==> src/rtl/usb_stat_pkg.sv <==
// Purpose: constants for the usb last-transfer status and control block
// Assumes: 16-bit registers reached over a plain strobe port
// Notes:   offsets are word indices of the local register port
package usb_stat_pkg;
  localparam int          ADDR_W            = 4;
  localparam int          DATA_W            = 16;
  // ************************************************************
  // register offsets
  // ************************************************************
  localparam logic [3:0]  LAST_STATUS_ADDR  = 4'h0;
  localparam logic [3:0]  USB_CONTROL_ADDR  = 4'h1;
  // ************************************************************
  // last_transfer_status fields
  // ************************************************************
  localparam int          EP_LSB            = 4;
  localparam int          EP_W              = 4;
  localparam int          DIR_BIT           = 3;
  localparam int          BANK_BIT          = 2;
  // ************************************************************
  // usb_control fields
  // ************************************************************
  localparam int          SE0_BIT           = 6;
  localparam int          HALT_BIT          = 5;
  localparam int          HOST_BIT          = 3;
  localparam int          RESUME_BIT        = 2;
  localparam int          PPCLR_BIT         = 1;
  localparam int          ON_BIT            = 0;
  localparam logic [15:0] CTRL_RW_MASK      = 16'h002F;
  localparam logic [15:0] STATUS_RESET      = 16'h0000;
  localparam logic [15:0] CONTROL_RESET     = 16'h0000;
endpackage : usb_stat_pkg

==> src/rtl/sync2.sv <==
// Purpose: two-flop synchroniser for one level from outside the clock domain
// Assumes: async active-low reset already released cleanly
// Notes:   first stage is read only by the second
`timescale 1ns/1ns
module sync2 (
  input  wire logic clk_i,   // core clock
  input  wire logic rst_n_i, // active-low reset
  input  wire logic d_i,     // async level
  output logic      q_o      // synchronised level
);
  logic meta_reg;
  always_ff @(posedge clk_i or negedge rst_n_i) begin
    if (!rst_n_i) begin
      meta_reg <= 1'b0;
      q_o      <= 1'b0;
    end else begin
      meta_reg <= d_i;
      q_o      <= meta_reg;
    end
  end
endmodule // sync2

==> src/rtl/usb_last_transfer_status.sv <==
// Purpose: last-transfer status and device-mode control registers of a usb engine
// Assumes: transaction-done strobe and token strobes come from the engine on core_clk_i;
//          single-ended-zero level comes from the bus receiver pins
// Notes:   read data valid one cycle after the read strobe
//
// Overview of operation
// - the status register shows in bits 7..4 the endpoint number 0..15 of the last transfer.
// - the direction bit 3 reads 1 after a transmit and 0 after a receive.
// - the bank bit 2 reads 1 after an odd-bank transfer and 0 after an even-bank one.
// - status bits 15..8 and 1..0 read zero and ignore writes.
// - the status fields are read-only, set by hardware only, and reset to zero.
// - the control register live flag follows a single-ended zero on the bus lines.
// - a received SETUP token sets the packet processing halt bit until software clears it.
//
// Chosen here: the placing of the registers and the strobed register port.
`timescale 1ns/1ns
module usb_last_transfer_status
  import usb_stat_pkg::*;
(
  input  wire logic                            core_clk_i,      // 50 MHz clock
  input  wire logic                            resetn_i,        // async active-low reset
  input  wire logic [usb_stat_pkg::ADDR_W-1:0] addr_i,          // register index
  input  wire logic [usb_stat_pkg::DATA_W-1:0] wdata_i,         // write data
  input  wire logic                            wr_i,            // write strobe
  input  wire logic                            rd_i,            // read strobe
  output logic      [usb_stat_pkg::DATA_W-1:0] rdata_o,         // read data, cycle after rd_i
  input  wire logic                            xact_done_i,     // transaction complete pulse
  input  wire logic [usb_stat_pkg::EP_W-1:0]   xact_ep_i,       // endpoint of that transaction
  input  wire logic                            xact_tx_i,       // 1 transmit, 0 receive
  input  wire logic                            xact_odd_i,      // 1 odd bank, 0 even bank
  input  wire logic                            setup_rx_i,      // setup token received pulse
  input  wire logic                            se0_pin_i,       // async single-ended zero level
  output logic                                 packet_processing_halt_o, // halt token handling
  output logic                                 host_capability_on_o,     // host mode enable
  output logic                                 resume_o,        // resume signalling enable
  output logic                                 pingpong_pointer_clear_o, // ping-pong reset
  output logic                                 module_on_o      // module enable
);
  import usb_stat_pkg::*;

  // ************************************************************
  // reset release
  // ************************************************************
  logic rst_s1_reg;
  logic rst_n;
  always_ff @(posedge core_clk_i or negedge resetn_i) begin
    if (!resetn_i) begin
      rst_s1_reg <= 1'b0;
      rst_n      <= 1'b0;
    end else begin
      rst_s1_reg <= 1'b1;
      rst_n      <= rst_s1_reg;
    end
  end

  // ************************************************************
  // single-ended zero synchroniser
  // ************************************************************
  logic se0_sync;
  sync2 u_se0_sync (
    .clk_i   (core_clk_i),
    .rst_n_i (rst_n),
    .d_i     (se0_pin_i),
    .q_o     (se0_sync)
  );

  // ************************************************************
  // decode
  // ************************************************************
  wire        hit_status  = (addr_i == LAST_STATUS_ADDR);
  wire        hit_control = (addr_i == USB_CONTROL_ADDR);
  wire        ctrl_wr     = wr_i && hit_control;

  // ************************************************************
  // last_transfer_status
  // ************************************************************
  logic [EP_W-1:0] last_endpoint_number_reg;
  logic            dir_reg;
  logic            pingpong_bank_indicator_reg;
  always_ff @(posedge core_clk_i or negedge rst_n) begin
    if (!rst_n) begin
      last_endpoint_number_reg    <= '0;
      dir_reg                     <= 1'b0;
      pingpong_bank_indicator_reg <= 1'b0;
    end else if (xact_done_i) begin
      last_endpoint_number_reg    <= xact_ep_i;
      dir_reg                     <= xact_tx_i;
      pingpong_bank_indicator_reg <= xact_odd_i;
    end
  end

  wire [DATA_W-1:0] status_view = {8'h00, last_endpoint_number_reg, dir_reg,
                                   pingpong_bank_indicator_reg, 2'b00};

  // ************************************************************
  // usb_control
  // ************************************************************
  logic [DATA_W-1:0] ctrl_reg;
  logic [DATA_W-1:0] ctrl_next;
  always_comb begin
    ctrl_next = ctrl_reg;
    if (ctrl_wr) begin
      ctrl_next = wdata_i & CTRL_RW_MASK;
    end
    if (setup_rx_i) begin
      ctrl_next[HALT_BIT] = 1'b1;
    end
  end
  always_ff @(posedge core_clk_i or negedge rst_n) begin
    if (!rst_n) begin
      ctrl_reg <= CONTROL_RESET;
    end else begin
      ctrl_reg <= ctrl_next;
    end
  end

  wire [DATA_W-1:0] ctrl_view = ctrl_reg | ({{(DATA_W-1){1'b0}}, se0_sync} << SE0_BIT);

  // ************************************************************
  // read port and outputs
  // ************************************************************
  wire [DATA_W-1:0] rd_mux = hit_status  ? status_view :
                             hit_control ? ctrl_view   : '0;
  always_ff @(posedge core_clk_i or negedge rst_n) begin
    if (!rst_n) begin
      rdata_o                  <= '0;
      packet_processing_halt_o <= 1'b0;
      host_capability_on_o     <= 1'b0;
      resume_o                 <= 1'b0;
      pingpong_pointer_clear_o <= 1'b0;
      module_on_o              <= 1'b0;
    end else begin
      rdata_o                  <= rd_i ? rd_mux : '0;
      packet_processing_halt_o <= ctrl_next[HALT_BIT];
      host_capability_on_o     <= ctrl_next[HOST_BIT];
      resume_o                 <= ctrl_next[RESUME_BIT];
      pingpong_pointer_clear_o <= ctrl_next[PPCLR_BIT];
      module_on_o              <= ctrl_next[ON_BIT];
    end
  end

  // ************************************************************
  // checks
  // ************************************************************
  property p_status_update;
    @(posedge core_clk_i) disable iff (!rst_n)
      xact_done_i |=> (last_endpoint_number_reg == $past(xact_ep_i)) && (dir_reg == $past(xact_tx_i))
                      && (pingpong_bank_indicator_reg == $past(xact_odd_i));
  endproperty
  a_status_update: assert property (p_status_update) else $error("status fields not updated");

  property p_status_hold;
    @(posedge core_clk_i) disable iff (!rst_n)
      !xact_done_i |=> $stable(status_view);
  endproperty
  a_status_hold: assert property (p_status_hold) else $error("status changed without transaction");

  property p_ep_read;
    @(posedge core_clk_i) disable iff (!rst_n)
      (rd_i && hit_status) |=> (rdata_o[7:4] == $past(last_endpoint_number_reg));
  endproperty
  a_ep_read: assert property (p_ep_read) else $error("endpoint read wrong");

  property p_dir_read;
    @(posedge core_clk_i) disable iff (!rst_n)
      (xact_done_i ##1 !xact_done_i ##1 (rd_i && hit_status && !xact_done_i))
        |=> rdata_o[DIR_BIT] == $past(xact_tx_i, 3);
  endproperty
  a_dir_read: assert property (p_dir_read) else $error("direction read wrong");

  property p_bank_read;
    @(posedge core_clk_i) disable iff (!rst_n)
      (xact_done_i ##1 !xact_done_i ##1 (rd_i && hit_status && !xact_done_i))
        |=> rdata_o[BANK_BIT] == $past(xact_odd_i, 3);
  endproperty
  a_bank_read: assert property (p_bank_read) else $error("bank read wrong");

  property p_unimpl_zero;
    @(posedge core_clk_i) disable iff (!rst_n)
      (rd_i && hit_status) |=> (rdata_o[15:8] == 8'h00) && (rdata_o[1:0] == 2'b00);
  endproperty
  a_unimpl_zero: assert property (p_unimpl_zero) else $error("unimplemented status bits nonzero");

  property p_se0_live;
    @(posedge core_clk_i) disable iff (!rst_n)
      (rd_i && hit_control) |=> rdata_o[SE0_BIT] == $past(se0_sync);
  endproperty
  a_se0_live: assert property (p_se0_live) else $error("live bus flag wrong");

  property p_setup_halt;
    @(posedge core_clk_i) disable iff (!rst_n)
      setup_rx_i |=> ctrl_reg[HALT_BIT] && packet_processing_halt_o;
  endproperty
  a_setup_halt: assert property (p_setup_halt) else $error("setup did not halt");

  property p_status_ro;
    @(posedge core_clk_i) disable iff (!rst_n)
      (wr_i && hit_status && !xact_done_i) |=> $stable(status_view);
  endproperty
  a_status_ro: assert property (p_status_ro) else $error("status changed by software write");

  property p_status_reset;
    @(posedge core_clk_i)
      $rose(rst_n) |-> (status_view == STATUS_RESET);
  endproperty
  a_status_reset: assert property (p_status_reset) else $error("status not cleared by reset");

  property p_halt_hold;
    @(posedge core_clk_i) disable iff (!rst_n)
      (ctrl_reg[HALT_BIT] && !ctrl_wr) |=> ctrl_reg[HALT_BIT];
  endproperty
  a_halt_hold: assert property (p_halt_hold) else $error("halt dropped without software clear");

  property p_halt_clear;
    @(posedge core_clk_i) disable iff (!rst_n)
      (ctrl_wr && !wdata_i[HALT_BIT] && !setup_rx_i) |=> !ctrl_reg[HALT_BIT] && !packet_processing_halt_o;
  endproperty
  a_halt_clear: assert property (p_halt_clear) else $error("halt not cleared by software");

  property p_se0_rise;
    @(posedge core_clk_i) disable iff (!rst_n)
      ($rose(se0_pin_i) ##1 se0_pin_i) |=> ctrl_view[SE0_BIT];
  endproperty
  a_se0_rise: assert property (p_se0_rise) else $error("live bus flag late");

endmodule // usb_last_transfer_status

==> config.mk <==
export PLATFORM = sky130hd
export DESIGN_NAME = usb_last_transfer_status
export DESIGN_NICKNAME = d
export VERILOG_FILES = /design/src/rtl/usb_stat_pkg.sv /design/src/rtl/sync2.sv /design/src/rtl/usb_last_transfer_status.sv
export SDC_FILE = /design/constraint.sdc
export NUM_CORES = 1
export LEC_CHECK = 0
export ABC_AREA = 1
export BUFFER_PORTS_ARGS = -buffer_cell sky130_fd_sc_hd__buf_2
export CORE_MARGIN = 8
export CORE_UTILIZATION = 45
export DETAILED_ROUTE_END_ITERATION = 16
export PLACE_DENSITY_LB_ADDON = 0.25
export RECOVER_POWER = 25
export SETUP_SLACK_MARGIN = 0.2
export SYNTH_ARGS = -nofsm -noshare
export SYNTH_HDL_FRONTEND = slang
export SYNTH_HIERARCHICAL = 1
export SYNTH_SLANG_ARGS = --single-unit
==> constraint.sdc <==
create_clock -name core_clk_i -period 1.5 [get_ports core_clk_i]
set_input_delay 0.075 -clock core_clk_i [delete_from_list [all_inputs] [get_ports core_clk_i]]
set_output_delay 0.075 -clock core_clk_i [all_outputs]
set_load 0.01 [all_outputs]
; ---- Word-level counts from Yosys, hierarchy flattened
; Index checks and enable logic that the tools add are counted.
[word_totals]
ramBits = 0
latchBits = 0
ff_bits = 28
memories = 0
input_bits = 33
romBits = 0
[op_classes]
n_eq_ne = 1
n_mul = 0
magnitude_cmp = 0
n_reduce_logical = 2
n_bitwise = 1
n_shift = 0
add_sub_neg = 0
mux = 5
div_mod_pow = 0
[op_table]
columns = cell, n
row1 = $mux 8, 2
row2 = $mux 7, 1
row3 = $or 6x7->7, 1
row4 = $mux 6, 1
row5 = $eq 4x1->1 const B, 1
row6 = $logic_not 4->1, 1
row7 = $logic_and 1x1->1, 1
row8 = $mux 1, 1

; ---- Depth between registers and ports, before layout
[depth]
depth_word = 4
mapped_depth = 5

; ---- Modules after synthesis
; Netlist, hierarchy kept.
[modules_own_cells]
columns = module, cells_per_inst, n_inst, area_per_inst_um2
row1 = usb_last_transfer_status, 87, 1, 903.4
row2 = sync2, 2, 1, 50.0

; ---- Worst setup path after synthesis
; OpenSTA, ideal clock, no wires.
[synth_timing]
path_kind = flip-flop to flip-flop
startpoint = register ctrl_reg[3]
endpoint = register rdata_o[3] (netlist name)
synth_period_minus_slack_ns = 0.672
path_stages_with_launch = 3
path_slack_ns = 0.828
arrival_ns = 0.550
required_ns = 1.378
setup_ns = 0.122
cell_sequence = dfrtp_1 > nand4_1 > o21ai_1
[synth_between]
elab_chain_cells = 4
[synth_lines]
columns = element, line
row1 = "start, declared", usb_last_transfer_status.sv:98  ; logic [DATA_W-1:0] ctrl_reg;
row2 = "start signal, assigned", usb_last_transfer_status.sv:113  ; ctrl_reg <= ctrl_next;
row3 = $or 6x7->7, usb_last_transfer_status.sv:117  ; wire [DATA_W-1:0] ctrl_view = ctrl_reg | ({{(DATA_W-1){1'b0}}, se0_sync} << SE0_BIT);
row4 = $mux 7, usb_last_transfer_status.sv:123  ; hit_control ? ctrl_view : '0;
row5 = $mux 8, usb_last_transfer_status.sv:122  ; wire [DATA_W-1:0] rd_mux = hit_status ? status_view :
row6 = $mux 8, usb_last_transfer_status.sv:133  ; rdata_o <= rd_i ? rd_mux : '0;
row7 = "end signal, assigned", usb_last_transfer_status.sv:133
row8 = "end, declared", usb_last_transfer_status.sv:26  ; output logic [usb_stat_pkg::DATA_W-1:0] rdata_o,
; No other way between the ends.
; A chain may end at the register's enable or synchronous reset.

==> flow_summary.json <==
{
  "status": "finished, final reports clean",
  "fp.coreArea_sq_um": 1980,
  "initial_core_util_pct": 48.1,
  "whs_ns": 0.0549,
  "area_growth_pct": 34.5,
  "grt_max_degree": 14,
  "yosysWarnings": 6,
  "hold_viol": 0,
  "drive_gt1_share_pct": 32.4,
  "p_int_mw": 0.853,
  "fin_crit_ns": 0.938,
  "leakage_nw": 0.694,
  "rsz0062_at_grt": "false",
  "pwr-share-comb_pct": 16.8,
  "gr-total-overflow": 0,
  "final_cells": 166,
  "synthMuxAreaShare_pct": 0,
  "switchingPower_mw": 0.302,
  "power_frac_seq_pct": 59.9,
  "syn_avg_cell_area_sq_um": 10.7,
  "cts.sinks": 23,
  "min_path_type": "primary input to flop",
  "ir_drop_mv": 0.535,
  "p_per_area_nw_per_um2": 900,
  "cts_tree": "built",
  "critPathKind": "flop to primary output",
  "ys_types": 16,
  "holdCritStartpoint": "wdata_i[5]",
  "seq_area_frac_synth_pct": 60.4,
  "crit_path_top_delay_cell": "dfrtp_1",
  "maxCapViolations": 0,
  "synth_seq_cells": 23,
  "synth_commonest_cells": "dfrtp_1, inv_1, nand2_1, buf_4, o21ai_1",
  "synth_simple_gate_area_share_pct": 18.8,
  "synthArstFlopShare_pct": 100,
  "rows": 16,
  "vias": 713,
  "tns_ns": 0,
  "min_delay_path_depth": 3,
  "drc": 0,
  "path_buf_inv": 1,
  "synth-edff-count": 0,
  "synthXorXnorAreaFrac_pct": 0,
  "fin_skew_ns": 0.00321,
  "post_cts_resized": 0,
  "period_share_pct": 62.5,
  "clockBufferDepth": 2,
  "clock-root-buffer": "clkbuf_4",
  "first_global_vias": 715,
  "synth_fa_ha_area_share_pct": 0,
  "yosys.area.top_type": "dfrtp_1",
  "nets": 173,
  "synth-compound-area-share_pct": 7.74,
  "globalRouteTotalUtil_pct": 10.5,
  "via_per_inst": 4.30,
  "p_total_mw": 1.15,
  "die_w_microns": 62.0,
  "numPortBuffers": 34,
  "ioPinCount": 54,
  "worstPathMaxFanout": 3,
  "cp_data_required_time_ns": 1.42,
  "largest_reg_flops": 8,
  "post-place-ws_ns": 0.698,
  "dr.pass1.iters": 3,
  "cp_slowest_stage_delay_ns": 0.42,
  "drt_iter0_drc": 16,
  "cp-start-kind": "flop",
  "antenna_found_initial": 0,
  "grt_pass1_wl_mm": 2.95,
  "routabilityCongestion": 0.715,
  "routed_wirelength_mm": 1.84,
  "num_antenna_cells": 0,
  "min_to": "ctrl_reg[5]",
  "r2r-start": "ctrl_reg[2]",
  "regToRegSetupSlack_ns": 0.81,
  "synthTopCellsByArea": "dfrtp_1, buf_4, inv_1, nand2_1, nor2_8",
  "synth.most_common_cell": "dfrtp_1",
  "ff2ff_path_depth": 2,
  "synth_area_sq_um": 953,
  "hpwl_mm": 1.44,
  "ant_nets": 0,
  "path_cells": "buf_2",
  "path_clk_slew_ns": 0.11,
  "path_delay_family": "flip-flops",
  "swShare_pct": 26.1,
  "clock_latency_ns": 0.30,
  "setup_viol": 0,
  "cp-startpoint": "ctrl_reg[2]",
  "clock_power_share_pct": 23.3,
  "die_height_microns": 62.0,
  "drv_slew": 0,
  "fmax_mhz": 1070,
  "drt-wirelength-per-cell_microns": 11.1,
  "r2r-end": "rdata_o[2]",
  "placed_cells": 149,
  "die_area_sq_um": 3850,
  "numCtsBuffers": 3,
  "ys_dominant_reg_cell": "dfrtp_1",
  "end_kind": "primary output",
  "synth_top_family_by_area": "simple AND/OR/NAND/NOR gates",
  "yosysTopAreaCellShare_pct": 60.4,
  "htree_num_levels": 1,
  "worst_slack_ns": 0.562,
  "worstPathArrival_ns": 0.86,
  "syn_inst": 89
}
## worst max path at each step
stage | end | slack, ns | depth (start not counted)
after floorplan | ctrl_reg[0] | 0.81 | 0
after global placement | ctrl_reg[1] | 0.71 | 5
after detailed placement | ctrl_reg[5] | 0.70 | 5
after CTS | resume_o | 0.55 | 1
after global routing | host_capability_on_o | 0.51 | 1
final | resume_o | 0.56 | 1
## per-layer routing
layer / wire, microns / track usage [%]
met1: 793 / 13.0
met2: 852 / 16.5
met3: 173 / 3.09
met4: 19 / 4.87
met5: 0 / 0
## area by class of cell
| class | count | area [sq um] |
|---|---|---|
| clock buffer | 3 | 22.5 |
| clock inverter | 1 | 5.00 |
| fill | 164 | 699 |
| inverter | 14 | 52.6 |
| multi-input combinational | 50 | 287 |
| sequential | 23 | 576 |
| tap | 27 | 33.8 |
| timing repair buffer | 48 | 307 |
## metrics by stage
| step | utilization, % | area, sq um |
|---|---|---|
| 2_1_floorplan | - | 980 |
| 3_3_place_gp | 56.8 | 1130 |
| 3_5_place_dp | 56.8 | 1130 |
| 4_1_cts | 63.3 | 1250 |
| 5_1_grt | 64.7 | 1280 |
| 6_report | 64.7 | 1280 |
## timing repair
| action | in CTS | in global routing |
|---|---|---|
| hold endpoints to repair | 11 | 3 |
| setup buffers | 0 | 0 |
| hold buffers | 10 | 3 |
## kinds of logic (layout without fill, tap and decap cells)
kind of cell,count (synthesis),after routing
AO/OA/AOI/OAI,14,14
buffers and inverters,23,66
flip-flops,23,23
other,2,9
AND/OR/NAND/NOR,27,27
## power by group through the flow
stage / combinational [mW] / clock, mW / sequential, mW
2_1_floorplan: 0.0886 / 0 / 0.718
3_3_place_gp: 0.166 / 0 / 0.703
3_5_place_dp: 0.170 / 0 / 0.704
4_1_cts: 0.190 / 0.281 / 0.692
5_1_grt: 0.216 / 0.311 / 0.699
6_report: 0.194 / 0.269 / 0.691
## cell usage in the layout (no fill, tap or decap), drive strengths merged
cell / n
nand3: 4
o21ai: 14
dlygate4sd3: 13
conb: 9
nor2: 7
buf: 34
clkbuf: 4
inv: 14
dfrtp: 23
clkinv: 1
nand4: 5
nand2: 11
(Power assumes the default switching activity.)
